[src/mac_pkg.sv]
// Package for the multiply-accumulate engine: register addresses,
// field layouts, reset values and arithmetic constants.
// Assumes one synchronous clock domain shared with the processor core.
package mac_pkg;

  // ==========================================================
  // Register addresses
  localparam logic [7:0] MAC_ADDR_STATUS = 8'hC0;
  localparam logic [7:0] MAC_ADDR_A_LOW  = 8'hC1;
  localparam logic [7:0] MAC_ADDR_A_HIGH = 8'hC2;
  localparam logic [7:0] MAC_ADDR_CONFIG = 8'hC3;
  localparam logic [7:0] MAC_ADDR_B_LOW  = 8'hC4;
  localparam logic [7:0] MAC_ADDR_B_HIGH = 8'hC5;
  localparam logic [7:0] MAC_ADDR_ACC0   = 8'h93;
  localparam logic [7:0] MAC_ADDR_ACC1   = 8'h94;
  localparam logic [7:0] MAC_ADDR_ACC2   = 8'h95;
  localparam logic [7:0] MAC_ADDR_ACC3   = 8'h96;
  localparam logic [7:0] MAC_ADDR_TOP    = 8'h97;
  localparam logic [7:0] MAC_ADDR_RND_LO = 8'hCE;
  localparam logic [7:0] MAC_ADDR_RND_HI = 8'hCF;

  // ==========================================================
  // Widths and reset values
  localparam int unsigned MAC_ACC_W   = 40;
  localparam int unsigned MAC_BYTES   = 5;
  localparam logic [7:0]  MAC_CFG_RST = 8'h00;
  localparam logic [7:0]  MAC_STA_RST = 8'h04;
  localparam logic [7:0]  MAC_ZERO8   = 8'h00;

  // ==========================================================
  // Arithmetic constants
  localparam logic [7:0]  MAC_TOP_POS  = 8'h7F;
  localparam logic [7:0]  MAC_TOP_NEG  = 8'h80;
  localparam logic [15:0] MAC_RND_HALF = 16'h8000;
  localparam logic [15:0] MAC_SAT_POS  = 16'h7FFF;
  localparam logic [15:0] MAC_SAT_NEG  = 16'h8000;

  // ==========================================================
  // Field layouts
  typedef struct packed {
    logic [1:0] unused;
    logic       shift_control;
    logic       shift_direction;
    logic       clear_accumulator;
    logic       saturate_select;
    logic       fractional_select;
    logic       multiply_only_select;
  } mac_cfg_t;

  typedef struct packed {
    logic [3:0] unused;
    logic       hard_overflow_flag;
    logic       zero_flag;
    logic       soft_overflow_flag;
    logic       negative_flag;
  } mac_status_t;

  typedef struct packed {
    logic       wr;
    logic [7:0] addr;
    logic [7:0] wdata;
  } mac_sfr_req_t;

endpackage

[src/mac_engine.sv]
// Multiply-accumulate engine: 16x16 signed multiplier, 40-bit
// accumulator, shifter, rounding register and status flags.
// Assumes the processor core drives a same-clock register port:
// one write per cycle, reads are free of side effects.
`timescale 1ns/10ps
`default_nettype none

// Notes on behaviour
// - Shift-control bit shifts the 40-bit accumulator next cycle, then self-clears.
// - Shift-direction bit: 0 shifts left, 1 shifts right.
// - Clear bit zeroes accumulator and resets status next cycle, then self-clears.
// - Saturate bit clamps the rounding register on overflow; accumulator untouched.
// - Config bit 1 picks integer (0) or fractional (1) numbers.
// - Config bit 0 picks accumulate (0) or multiply-only (1).
// - Upper two config bits read zero and ignore writes.
// - Upper four status bits read zero and ignore writes.
// - Hard overflow sets when the top byte crosses between 0x7F and 0x80.
// - Hard overflow stays set until software clears it or clear runs.
// - Zero flag follows whether the accumulator is zero after each operation.
// - Soft overflow follows overflow into bit 31, cleared when corrected.
// - Negative flag follows the accumulator sign after each operation.
// - Operand A is a high byte and a low byte register.
// - Writing operand B low byte starts an operation.
// - Three one-cycle stages: multiply, accumulate with flags, round.
// - Multiply-only mode leaves hard overflow unchanged.
// - Right shift sign-extends; shifts keep flags; rounding follows a cycle later.
// - Unbiased rounding of bits 31-16; saturation clamps to 0x7FFF or 0x8000.
module mac_engine (
  input  wire logic                  clk_sys,
  input  wire logic                  srst,
  input  wire mac_pkg::mac_sfr_req_t sfr_req,
  output logic [7:0]                 sfr_rdata
);

  // ==========================================================
  // State and decode
  mac_pkg::mac_cfg_t    cfg_r;
  mac_pkg::mac_status_t sta_r;
  logic [15:0]          a_r;
  logic [15:0]          b_r;
  logic [15:0]          b_op;
  logic [31:0]          prod_r;
  logic                 s1_r;
  logic                 rnd_go_r;
  logic [39:0]          acc_r;
  logic [15:0]          rnd_r;
  logic                 wr_cfg;
  logic                 wr_sta;
  logic                 wr_bl;
  logic                 wr_acc0;
  logic                 clr;
  logic                 shift_do;
  logic [39:0]          prod_ext;
  logic [39:0]          addend;
  logic [39:0]          sum;
  logic                 so_nxt;
  logic                 ho_evt;
  logic [15:0]          upper;
  logic [15:0]          lower;
  logic                 up;
  logic                 acc_ovf;
  logic [15:0]          rnd_nxt;

  assign wr_cfg  = sfr_req.wr && (sfr_req.addr == mac_pkg::MAC_ADDR_CONFIG);
  assign wr_sta  = sfr_req.wr && (sfr_req.addr == mac_pkg::MAC_ADDR_STATUS);
  assign wr_bl   = sfr_req.wr && (sfr_req.addr == mac_pkg::MAC_ADDR_B_LOW);
  assign wr_acc0 = sfr_req.wr && (sfr_req.addr == mac_pkg::MAC_ADDR_ACC0);

  // The low byte of B is taken straight from the bus on the starting edge,
  // because the register itself only holds it from the following cycle.
  assign b_op = wr_bl ? {b_r[15:8], sfr_req.wdata} : b_r;

  // A pending accumulate has priority over a shift; the shift bit then
  // simply stays set and the shift runs on the following cycle.
  assign clr      = cfg_r.clear_accumulator;
  assign shift_do = cfg_r.shift_control && !clr && !s1_r;

  // ==========================================================
  // Datapath
  // Extending before doubling keeps -1.0 * -1.0 representable.
  assign prod_ext = {{8{prod_r[31]}}, prod_r};
  assign addend   = cfg_r.fractional_select ? {prod_ext[38:0], 1'b0} : prod_ext;
  assign sum      = (cfg_r.multiply_only_select ? '0 : acc_r) + addend;
  assign so_nxt   = !((&sum[39:31]) || !(|sum[39:31]));
  assign ho_evt   = !cfg_r.multiply_only_select &&
                    (((acc_r[39:32] == mac_pkg::MAC_TOP_POS) &&
                      (sum[39:32] == mac_pkg::MAC_TOP_NEG)) ||
                     ((acc_r[39:32] == mac_pkg::MAC_TOP_NEG) &&
                      (sum[39:32] == mac_pkg::MAC_TOP_POS)));

  assign upper   = acc_r[31:16];
  assign lower   = acc_r[15:0];
  assign up      = (lower > mac_pkg::MAC_RND_HALF) ||
                   ((lower == mac_pkg::MAC_RND_HALF) && upper[0]);
  assign acc_ovf = !((&acc_r[39:31]) || !(|acc_r[39:31])) ||
                   (up && (upper == mac_pkg::MAC_SAT_POS));
  // Without saturation an overflowing result simply wraps.
  assign rnd_nxt = (cfg_r.saturate_select && acc_ovf) ?
                   (acc_r[39] ? mac_pkg::MAC_SAT_NEG : mac_pkg::MAC_SAT_POS) :
                   upper + {15'h0000, up};

  // ==========================================================
  // Configuration register
  always_ff @(posedge clk_sys) begin
    if (srst) begin
      cfg_r <= mac_pkg::MAC_CFG_RST;
    end else if (wr_cfg) begin
      // A fresh write wins over the hardware self-clear of the same cycle.
      cfg_r        <= sfr_req.wdata;
      cfg_r.unused <= '0;
    end else begin
      if (clr) begin
        cfg_r.clear_accumulator <= 1'b0;
      end
      if (shift_do) begin
        cfg_r.shift_control <= 1'b0;
      end
    end
  end

  // ==========================================================
  // Status register
  always_ff @(posedge clk_sys) begin
    if (srst || clr) begin
      sta_r <= mac_pkg::MAC_STA_RST;
    end else if (s1_r) begin
      // Hardware updates win over a software write in the same cycle.
      sta_r.zero_flag          <= (sum == '0);
      sta_r.negative_flag      <= sum[39];
      sta_r.soft_overflow_flag <= so_nxt;
      sta_r.hard_overflow_flag <= sta_r.hard_overflow_flag | ho_evt;
    end else if (wr_sta) begin
      sta_r.hard_overflow_flag <= sfr_req.wdata[3];
      sta_r.zero_flag          <= sfr_req.wdata[2];
      sta_r.soft_overflow_flag <= sfr_req.wdata[1];
      sta_r.negative_flag      <= sfr_req.wdata[0];
    end
    // The unused bits are forced low every cycle rather than only on writes.
    sta_r.unused <= '0;
  end

  // ==========================================================
  // Operand registers and first stage
  // Operand A may be rewritten while an operation is in flight; only the
  // value present at the starting edge matters.
  always_ff @(posedge clk_sys) begin
    if (srst) begin
      a_r <= '0;
      b_r <= '0;
    end else if (sfr_req.wr) begin
      unique case (sfr_req.addr)
        mac_pkg::MAC_ADDR_A_LOW:  a_r[7:0]  <= sfr_req.wdata;
        mac_pkg::MAC_ADDR_A_HIGH: a_r[15:8] <= sfr_req.wdata;
        mac_pkg::MAC_ADDR_B_LOW:  b_r[7:0]  <= sfr_req.wdata;
        mac_pkg::MAC_ADDR_B_HIGH: b_r[15:8] <= sfr_req.wdata;
        default: ;
      endcase
    end
  end

  always_ff @(posedge clk_sys) begin
    if (srst) begin
      s1_r   <= 1'b0;
      prod_r <= '0;
    end else begin
      s1_r   <= wr_bl;
      prod_r <= $signed(a_r) * $signed(b_op);
    end
  end

  // ==========================================================
  // Accumulator: clear, then accumulate, then shift, then software
  always_ff @(posedge clk_sys) begin
    if (srst || clr) begin
      acc_r <= '0;
    end else if (s1_r) begin
      acc_r <= sum;
    end else if (shift_do) begin
      acc_r <= cfg_r.shift_direction ? {acc_r[39], acc_r[39:1]} :
                                       {acc_r[38:0], 1'b0};
    end else if (sfr_req.wr) begin
      // Software byte writes lose to any hardware update in the same cycle.
      for (int i = 0; i < mac_pkg::MAC_BYTES; i++) begin
        if (sfr_req.addr == mac_pkg::MAC_ADDR_ACC0 + 8'(i)) begin
          acc_r[i*8 +: 8] <= sfr_req.wdata;
        end
      end
    end
  end

  // ==========================================================
  // Third stage: rounding register
  // Rounding runs one cycle after an accumulate, a shift or a write to ACC0; a clear
  // or a write to the other accumulator bytes leaves the rounding register as it was.
  always_ff @(posedge clk_sys) begin
    if (srst) begin
      rnd_go_r <= 1'b0;
      rnd_r    <= '0;
    end else begin
      rnd_go_r <= !clr && (s1_r || shift_do || wr_acc0);
      if (rnd_go_r) begin
        rnd_r <= rnd_nxt;
      end
    end
  end

  // ==========================================================
  // Read port, one cycle behind the address
  // Reads have no side effects, so the address may sit on the bus for as
  // long as the core likes.
  always_ff @(posedge clk_sys) begin
    if (srst) begin
      sfr_rdata <= '0;
    end else begin
      unique case (sfr_req.addr)
        mac_pkg::MAC_ADDR_STATUS: sfr_rdata <= sta_r;
        mac_pkg::MAC_ADDR_A_LOW:  sfr_rdata <= a_r[7:0];
        mac_pkg::MAC_ADDR_A_HIGH: sfr_rdata <= a_r[15:8];
        mac_pkg::MAC_ADDR_CONFIG: sfr_rdata <= cfg_r;
        mac_pkg::MAC_ADDR_B_LOW:  sfr_rdata <= b_r[7:0];
        mac_pkg::MAC_ADDR_B_HIGH: sfr_rdata <= b_r[15:8];
        mac_pkg::MAC_ADDR_ACC0:   sfr_rdata <= acc_r[7:0];
        mac_pkg::MAC_ADDR_ACC1:   sfr_rdata <= acc_r[15:8];
        mac_pkg::MAC_ADDR_ACC2:   sfr_rdata <= acc_r[23:16];
        mac_pkg::MAC_ADDR_ACC3:   sfr_rdata <= acc_r[31:24];
        mac_pkg::MAC_ADDR_TOP:    sfr_rdata <= acc_r[39:32];
        mac_pkg::MAC_ADDR_RND_LO: sfr_rdata <= rnd_r[7:0];
        mac_pkg::MAC_ADDR_RND_HI: sfr_rdata <= rnd_r[15:8];
        default:                  sfr_rdata <= mac_pkg::MAC_ZERO8;
      endcase
    end
  end
endmodule

`default_nettype wire

[config.mk]
export PLATFORM = sky130hd
export DESIGN_NAME = mac_engine
export DESIGN_NICKNAME = d
export VERILOG_FILES = /design/src/mac_pkg.sv /design/src/mac_engine.sv
export SDC_FILE = /design/constraint.sdc
export NUM_CORES = 1
export LEC_CHECK = 0
export BUFFER_PORTS_ARGS = -buffer_cell sky130_fd_sc_hd__clkbuf_2
export CAP_MARGIN = 20
export CORE_ASPECT_RATIO = 0.9
export CORE_MARGIN = 2
export CORE_UTILIZATION = 65
export CTS_CLUSTER_SIZE = 16
export DETAILED_ROUTE_END_ITERATION = 16
export PLACE_DENSITY = 0.82
export SYNTH_ARGS = -nofsm -noshare
export SYNTH_HDL_FRONTEND = slang
export SYNTH_SLANG_ARGS = --single-unit
[constraint.sdc]
create_clock -name clk_sys -period 12.9 [get_ports clk_sys]
set_input_delay 2.58 -clock clk_sys [delete_from_list [all_inputs] [get_ports clk_sys]]
set_output_delay 2.58 -clock clk_sys [all_outputs]
set_load 0.01 [all_outputs]
# Word-level counts from Yosys, hierarchy flattened
# Index checks and enable logic that the tools add are counted.
# totals
rom_bits	0
n_memories	0
ramBits	0
regBits	140
latch_bits	0
input_bits	19
elab_cells	122
out_inout_bits	8
# op_classes
n_bitwise	2
mul	1
div_mod_pow	0
n_reduce_logical	52
shifts	0
add_sub_neg	2
muxes	19
magnitude_cmp	1
eq_ne	20
# op_table
operator	n
$mux W40	5
$eq A8 B8 Y1 const B	15
$pmux W8 S13	1
$mux W8	6
$add A40 B40 Y40	1
$logic_not A40 Y1	1
$mul A16 B16 Y32	1
$mux W16	2
$mux W32	1
$reduce_and A2 Y1	9
$reduce_and A9 Y1	2
$reduce_bool A3 Y1	6
$reduce_or A9 Y1	2
$add A16 B1 Y16	1
$eq A16 B15 Y1 const B	1
$eq A16 B16 Y1 const B	1
$eq A8 B7 Y1 const B	2
$gt A16 B16 Y1 const B	1
$logic_and A1 B1 Y1	13
$logic_or A1 B1 Y1	8
$mux W4	2
$logic_not A1 Y1	7
$reduce_bool A2 Y1	2
$ne A3 B3 Y1 const B	1
other kinds (5)	6

# Logic depth before layout (Yosys ltp)
# Gate-level depths: netlist of run 1.
# depth
depth_word	8
ltp_mapped	30
depth_no_buf	30

# Least setup slack after synthesis of run 1
# OpenSTA, ideal clock, no wires.
# synth_path
kind	input-to-reg
start	input port sfr_req[12] (netlist name)
end	register prod_r[31]
path_slack_ns	3.033
t_arrival_ns	9.745
stages	27
required_time_ns	12.778
setup_ns	0.122
path_cell_list	and4bb_2 > nand2_1 > nor3_2 > nand2_1 > mux2i_1 > clkbuf_1 > nor2b_1 > fa_1 > inv_1 > fa_1 > fa_1 > inv_1 > fa_1 > fa_1 > inv_1 > fa_1 > inv_1 > ha_1 > and3_1 > a221oi_1 > nor2_1 > a21oi_1 > o311ai_0 > and2_1 > a221o_1 > o31a_1 > a311o_1
# synth_between
elab_chain_cells	4
# synth_lines
item	line_no	source
start: declaration	mac_engine.sv:31	input wire mac_pkg::mac_sfr_req_t sfr_req,
$eq A8 B8 Y1	mac_engine.sv:66	assign wr_bl = sfr_req.wr && (sfr_req.addr == mac_pkg::MAC_ADDR_B_LOW);
$logic_and A1 B1 Y1	mac_engine.sv:66	
$mux W8	mac_engine.sv:71	assign b_op = wr_bl ? {b_r[15:8], sfr_req.wdata} : b_r;
$mul A16 B16 Y32	mac_engine.sv:167	prod_r <= $signed(a_r) * $signed(b_op);
end signal: assignment	mac_engine.sv:167	
end: declaration	mac_engine.sv:42	logic [31:0] prod_r;
# Every way passes these cells.
# A chain may end at the register's enable or synchronous reset.

# Worst setup path after layout of run 1
# Same ends and word-level chain as after synthesis.

==> reports/qor.csv, run 1 <==
metric,value,unit
grt_overflow,0,
crit_fanout,17,
cp.arrival,10.72,ns
hp-class,reg -> reg,
gp_congestion,1.006,
cts.sinks,140,
yosysUniqueCellTypes,88,
cts_max_level,4,
synth_seq_cells,140,
synth_top_area_share,0.2655,
io_pins,27,
avgRoutedWirePerCell,21.73,um
drt_pass1_iterations,6,
synth_edf_count,0,
fillCellCount,2367,
hold_buffers,0,
finalHoldViolCount,0,
async_reset_ff_frac,0,
pre_cts_slack,2.179,ns
status,"finished, final reports clean",
antenna_found_initial,5,
core_area,29950,sq um
vias,17480,
synthToLayoutAreaGrowth,4.813,%
nets,2702,
clk_pin_slew,0.07,ns
netlist_top_cells_area,"fa_1 (27%), dfxtp_1 (14%), ha_1 (7.8%), inv_1 (6.3%), nand2_1 (4.0%)",
numPortBuffers,26,
drive_above_1_share,0.06234,
drc_errors,0,
seq_area,2804,sq um
vias_per_cell,6.434,
cts.path.max_buffers,2,
cts_root_buf,clkbuf_16,
std_cell_rows,60,
startpoint_type,input port,
synth_top_area_cell,fa_1,
cts_resized,0,
drt_iter0_drc,2186,
dieArea,31930,sq um
p_per_area,49.52,nW/um^2
setup_viol_count_final,0,
place_area,20090,sq um
dp_hpwl,45410,um
fmax,0.09619,GHz
skew,0.01601,ns
synth_cells,2360,
fp.dieW,188.1,um
grt_pass1_vias,17410,
initial_core_util,0.6622,
cp_data_required_time,13.22,ns
end_kind,flip-flop,
period_share,0.8059,
finish.instance_area,20790,sq um
avgSynthCellArea,8.404,sq um
fin_crit,10.40,ns
peakVddDrop,0.1077,mV
post-cts-setup-buffers,0,
die_h,169.7,um
slew-limit-headroom,0.1679,
clock_latency,0.44,ns
p_leak,9.251,nW
slew_violations,0,
yosysSeqAreaShare,0.1413,
maxCapViolations,0,
routed_wl,59050,um
synth_common_cells,"inv_1 (335), fa_1 (263), nand2_1 (211), nor2_1 (154), dfxtp_1 (140)",
syn_area,19830,sq um
ys_warn_count,0,
worst-setup-path-type,in -> reg,
cts_buffers,17,
grt_usage,0.3766,
multi_input_area,15260,sq um
cts_tree,done,
grt_pass1_wl,94000,um
setup_tns,0,ns
ys.flop_type,dfxtp_1,
yosysMostFrequentCell,inv_1,
drtAntennaViolNets,0,
synthesis.nets,2765,
grt_max_degree,83,
rsz0062_at_grt,no,
fin_ws,2.504,ns
tightest_slew,1.244,ns
per-layer routing:
layer,share of wire,wire length [um],up-vias,track usage
li1,-,-,7681,-
met1,0.40,23810,8566,0.5086
met3,0.096,5649,216,0.05976
met5,0.00032,19,-,0
met2,0.45,26640,1016,0.6045
met4,0.050,2929,2,0.1619
stage by stage:
stage / utilization / hold WS (ns) / cells / total power, W
after floorplan: - / 0.4476 / 2360 / 0.0004675
after global placement: 0.6708 / 0.4768 / 2677 / 0.0004847
after detailed placement: 0.6708 / 0.4867 / 2677 / 0.0004857
after CTS: 0.6926 / 0.5003 / 2709 / 0.001022
after global routing: 0.6940 / 0.5225 / 2717 / 0.001045
final: 0.6940 / 0.5044 / 2717 / 0.001029
critical path: stages:
cell	delay, ns
clkbuf_2	0.10
and4bb_2	0.40
nand2_1	0.10
nor3_2	0.48
nand2_1	0.40
mux2_2	0.65
nand2_1	0.16
fa_1	0.58
inv_1	0.05
fa_1	0.50
inv_1	0.05
fa_1	0.53
inv_1	0.05
fa_1	0.45
fa_1	0.49
inv_1	0.05
fa_1	0.47
inv_1	0.04
ha_1	0.32
and3_1	0.25
nand2_1	0.09
o311ai_0	0.91
and2_1	0.31
a221o_1	0.20
o31a_1	0.17
nor2_1	0.06
a311o_1	0.26
final cells by class:
cell class / instances / share of cell area
multi-input combinational: 1755 / 0.7343
sequential: 140 / 0.1349
inverter: 336 / 0.06067
tap: 403 / 0.02426
clock buffer: 17 / 0.02046
timing repair buffer: 47 / 0.01402
clock inverter: 15 / 0.01095
antenna: 4 / 0.0004815
flip-flops by register name, indices dropped and copies added, names as in the netlist:
signal and flops:
prod_r 32, rnd_go_r 1, sfr_rdata 8, rnd_r 16
acc_r 40, sta_r 4, s1_r 1, clr 1
cfg_r 5, a_r 16, b_r 16
path summary, 6_finish.rpt:
path | from | endpoint | slack, ns | cells past startpoint
setup / recovery | sfr_req[12] | prod_r[31] | 2.50 | 27
hold / removal | rnd_r[0] | rnd_r[0] | 0.50 | 2
setup reg to reg | a_r[11] | prod_r[31] | 5.74 | 20
hold reg to reg | rnd_r[0] | rnd_r[0] | 0.50 | 2
placed cells by master, fill, tap and decap left out, types with 55 or more instances in the layout:
master	instances
and2_1	94
o21ai_0	68
inv_1	335
fa_1	263
dfxtp_1	139
a21oi_1	131
nand3_1	55
nor2_1	154
ha_1	123
nand2_1	211
nor2b_1	101
kinds of logic after synthesis:
family                     share of synthesized area
DFF                                           0.1413
xor gates and xnor gates                     0.03400
buffers and inverters                        0.08907
and+or+nand+nor                               0.1913
muxes                                        0.05413
adders and majority gates                     0.3430
AOI/OAI and AO/OA                             0.1472
power breakdown:
group	leakage, nW	switching, W	internal (W)	total, W
Combinational	7.80	0.0000322	0.0000109	0.0000431
Sequential	1.13	0.00000242	0.000433	0.000435
Clock	0.319	0.000234	0.000317	0.000551
Total	9.25	0.000269	0.000761	0.00103
Note: power is estimated with default switching activity, not from simulation.
==> run 2, diff against run 1 <==
Clock period 12.9 ns to 10.4 ns, I/O delays scaled along.
==> run 2 against run 1 <==
Net effect: non-clock buffer count unchanged; critical endpoint unchanged; die area unchanged; sequential power up 24%; combinational power up 23%; global-route usage up 0.66 points; register-to-register slack worse by 2.5 ns; via count up 0.11%; highest routed layer is now met4; worst hold slack worse by 0.013 ns; utilization down 0.11 points.
==> reports/qor.csv, run 2 (synthesis results as in run 1) <==
metric,value,unit
status,"finished, final reports clean",
cts_max_level,4,
std_cell_rows,60,
pre_cts_slack,0.5443,ns
finalHoldViolCount,0,
p_leak,9.237,nW
cts_resized,0,
vias,17500,
drc_errors,0,
clk_pin_slew,0.07,ns
setup_tns,0,ns
end_kind,flip-flop,
fp.dieW,188.1,um
fmax,0.1055,GHz
maxCapViolations,0,
rsz0062_at_grt,no,
r2r_slack,3.21,ns
skew,0.01288,ns
regMostFlops,acc_r,
tightest_slew,1.123,ns
grt_pass1_wl,95500,um
fin_ws,0.9204,ns
gp_congestion,0.9770,
setup_viol_count_final,0,
startpoint_type,input port,
worst-setup-path-type,in -> reg,
vias_per_cell,6.439,
post-cts-setup-buffers,0,
core_area,29950,sq um
cts_root_buf,clkbuf_16,
worstReg2RegStart,a_r[8],
utilization,0.6929,
cp_data_required_time,10.72,ns
drt_pass1_iterations,6,
fin_crit,9.480,ns
startpoint,sfr_req[12],
dp_hpwl,45510,um
peakVddDrop,0.1124,mV
grt_usage,0.3832,
grt_max_degree,80,
routed_wl,59330,um
cts_tree,done,
dieArea,31930,sq um
clock_latency,0.43,ns
whs,0.4913,ns
slew-limit-headroom,0.2505,
numPortBuffers,26,
drive_above_1_share,0.06234,
hp-class,reg -> reg,
drt_iter0_drc,2148,
finish.instance_area,20750,sq um
cp.arrival,9.80,ns
reg2regPathDepth,21,
cts_buffers,17,
grt_pass1_vias,17560,
antenna_found_initial,4,
slew_violations,0,
avgRoutedWirePerCell,21.83,um
endpoint,prod_r[31],
r2r-end,prod_r[31],
period_share,0.9115,
layout_commonest_cell,inv_1,
cts.path.max_buffers,2,
fillCellCount,2400,
io_pins,27,
place_area,20110,sq um
largestRegisters,"acc_r (40), prod_r (32)",
drtAntennaViolNets,0,
nets,2702,
grt_overflow,0,
p_per_area,60.07,nW/um^2
largest_register_ffs,40,
synthToLayoutAreaGrowth,4.643,%
hold_buffers,0,
layout_common_cells,"inv_1 (335), fa_1 (263), nand2_1 (211), nor2_1 (154), dfxtp_1 (139)",
initial_core_util,0.6622,
cts.sinks,140,
crit_fanout,17,
die_h,169.7,um
## run 2: cell count changes in the layout (fill, tap and decap cells not counted), sizes merged
| cell | before | now |
|---|---|---|
| clkbuf | 45 | 46 |
| buf | 19 | 21 |
| bufinv | 3 | 2 |
| clkinv | 6 | 4 |
| diode | 4 | 5 |
## run 2: layout make-up
type | count | area [sq um] | area share
tap | 403 | 504.2 | 0.02429
clock buffer | 20 | 466.7 | 0.02249
inverter | 336 | 1261 | 0.06077
sequential | 140 | 2804 | 0.1351
clock inverter | 12 | 150.1 | 0.007234
timing repair buffer | 47 | 291.5 | 0.01405
antenna | 5 | 12.51 | 0.0006028
multi-input combinational | 1755 | 15260 | 0.7355
## run 2: per-stage QoR
stage | instances | power [W]
after detailed placement | 2680 | 0.0006020
after floorplan | 2360 | 0.0005799
after global routing | 2717 | 0.001269
after CTS | 2712 | 0.001238
final | 2718 | 0.001247
after global placement | 2679 | 0.0006012
## run 2: routing by layer
layer / up-vias / wire length [um] / track usage
met4: 0 / 3018 / 0.1640
met3: 224 / 6364 / 0.08127
li1: 7715 / - / -
met5: - / 0 / 0
met1: 8550 / 23590 / 0.5255
met2: 1011 / 26360 / 0.5906
## run 2: how the worst min path moves through the flow
stage / cells past startpoint / startpoint / slack, ns / to
after global placement: 2 / rnd_r[4] / 0.48 / rnd_r[4]
after detailed placement: 2 / rnd_r[0] / 0.48 / rnd_r[0]
after floorplan: 2 / cfg_r[2] / 0.45 / cfg_r[2]
after CTS: 2 / rnd_r[0] / 0.49 / rnd_r[0]
after global routing: 2 / rnd_r[1] / 0.55 / rnd_r[1]
final: 2 / rnd_r[0] / 0.49 / rnd_r[0]
## run 2: where the power goes
part / switching [W] / internal (W)
registers: 0.00000306 / 0.000537
clock network: 0.000273 / 0.000380
logic: 0.0000397 / 0.0000135
total: 0.000316 / 0.000931
## run 2: worst max-delay path: stages
cell	delay, ns
clkbuf_2	0.10
and4bb_2	0.40
nand2_1	0.11
nor3_2	0.16
nand2_1	0.28
mux2_2	0.60
nand2_1	0.20
fa_1	0.76
fa_1	0.54
inv_1	0.33
fa_1	0.52
fa_1	0.52
fa_1	0.49
inv_1	0.05
fa_1	0.47
inv_1	0.04
ha_1	0.31
nand2_1	0.12
nor3_1	0.10
a221oi_1	0.26
o21ai_0	0.21
and3_1	0.23
a221o_1	0.30
o31a_1	0.29
a311o_1	0.32
==> run 3, diff against run 2 <==
Settings changed: CORE_ASPECT_RATIO 0.9 to 1.2.
==> run 3 against run 2 <==
Net effect: worst hold slack improved by 0.0031 ns; worst setup slack got worse by 0.072 ns; sequential share of layout area about the same; fmax decreased by 0.75%; clock power decreased by 7.0%; global-route usage increased by 1.2 points; highest routed layer is now met5; largest power group unchanged.
==> reports/qor.csv, run 3 (synthesis results as in run 1) <==
metric,value,unit
status,"finished, final reports clean",
gp_congestion,1.026,
slew_violations,0,
startpoint_type,input port,
grt_pass1_wl,97090,um
crit_fanout,17,
layout_common_cells,"inv_1 (335), fa_1 (263), nand2_1 (211), nor2_1 (154), dfxtp_1 (139)",
grt_max_degree,79,
nets,2714,
core_area,30300,sq um
layout_commonest_cell,inv_1,
clock_latency,0.44,ns
rsz0062_at_grt,no,
drc_errors,0,
fp.dieW,163.5,um
cts.sinks,140,
cts_resized,0,
p_leak,9.268,nW
antenna_found_initial,1,
post-cts-setup-buffers,0,
setup_viol_count_final,0,
insertedDiodeCount,0,
regMostFlops,acc_r,
numPortBuffers,26,
fin_ws,0.8484,ns
routed_wl,61430,um
drt_pass1_iterations,9,
dp.cells,2685,
finish.instance_area,20780,sq um
grt_pass1_vias,18120,
peakVddDrop,0.1559,mV
clk_pin_slew,0.07,ns
grt_usage,0.3948,
largestRegisters,"acc_r (40), prod_r (32)",
avgRoutedWirePerCell,22.60,um
cts_buffers,17,
fin_crit,9.552,ns
cts_tree,done,
cp.arrival,9.87,ns
place_area,20200,sq um
io_pins,27,
drive_above_1_share,0.06761,
die_h,195.4,um
worst-setup-path-type,in -> reg,
tightest_slew,1.191,ns
cts_root_buf,clkbuf_16,
std_cell_rows,70,
final_cells,2718,
cp_data_required_time,10.72,ns
synthToLayoutAreaGrowth,4.769,%
cts_max_level,4,
hp-class,reg -> reg,
total_power,0.001201,W
drt_iter0_drc,1779,
cts.path.max_buffers,2,
vias,17420,
vias_per_cell,6.408,
end_kind,flip-flop,
dp_hpwl,46230,um
period_share,0.9184,
largest_register_ffs,40,
finalHoldViolCount,0,
initial_core_util,0.6545,
slew-limit-headroom,0.2037,
pre_cts_slack,0.4802,ns
hold_buffers,0,
grt_overflow,0,
maxCapViolations,0,
fmax,0.1047,GHz
dieArea,31930,sq um
p_per_area,57.78,nW/um^2
setup_tns,0,ns
fillCellCount,2449,
skew,0.01160,ns
drtAntennaViolNets,0,
-- run 3: changes by cell type in the layout (fill, tap and decap cells not counted), moves of 2 or more --
| cell | change |
|---|---|
| inv_6 | -2 |
| clkbuf_8 | -3 |
| diode_2 | -5 |
| clkinv_2 | +2 |
| buf_4 | +12 |
| clkinvlp_4 | +2 |
-- run 3: metrics by stage --
stage | utilization | hold slack, ns
2_1_floorplan | - | 0.4476
3_3_place_gp | 0.6666 | 0.4759
3_5_place_dp | 0.6666 | 0.4832
4_1_cts | 0.6853 | 0.4918
5_1_grt | 0.6857 | 0.5130
6_report | 0.6857 | 0.4943
-- run 3: path summary, 6_finish.rpt --
path         depth (start not counted)         from  slack, ns          to
min                                  2     rnd_r[0]       0.49    rnd_r[0]
max reg2reg                         21       a_r[8]       3.25  prod_r[31]
min reg2reg                          2     rnd_r[0]       0.49    rnd_r[0]
max                                 27  sfr_req[12]       0.85  prod_r[31]
-- run 3: worst max-delay path: stages --
cell,delay [ns]
clkbuf_2,0.09
and4bb_2,0.38
nand2_1,0.18
nor3_2,0.18
nand2_1,0.31
mux2_2,0.59
and2_1,0.23
inv_1,0.07
fa_1,0.66
inv_1,0.13
fa_1,0.47
fa_1,0.51
fa_1,0.51
fa_1,0.49
inv_1,0.05
fa_1,0.48
inv_1,0.04
ha_1,0.38
a21o_1,0.22
a21o_1,0.17
a21o_1,0.18
a21oi_1,0.13
o21ai_0,0.17
and3_1,0.24
a221o_1,0.29
o31a_1,0.28
a311o_1,0.32
-- run 3: routing by layer --
layer  track usage  vias to the layer above  wire [um]
li1              -                     7714          -
met1        0.4693                     8363      22290
met2        0.6423                     1038      28410
met3       0.09686                      300       6327
met4        0.2443                        2       4390
met5             0                        -         11
-- run 3: final cells by class --
type / count / area, sq um / area share
multi-input combinational: 1755 / 15280 / 0.7351
sequential: 140 / 2804 / 0.1349
inverter: 336 / 1261 / 0.06069
tap: 396 / 495.5 / 0.02384
clock buffer: 18 / 429.2 / 0.02065
timing repair buffer: 59 / 377.9 / 0.01818
clock inverter: 14 / 136.4 / 0.006563
-- run 3: report_power, final --
part           switching, W   total, W  leakage, nW  internal, W
logic             0.0000390  0.0000525         7.87    0.0000136
registers        0.00000291   0.000540         1.13     0.000537
clock network      0.000274   0.000608        0.274     0.000334
total              0.000316    0.00120         9.27     0.000885
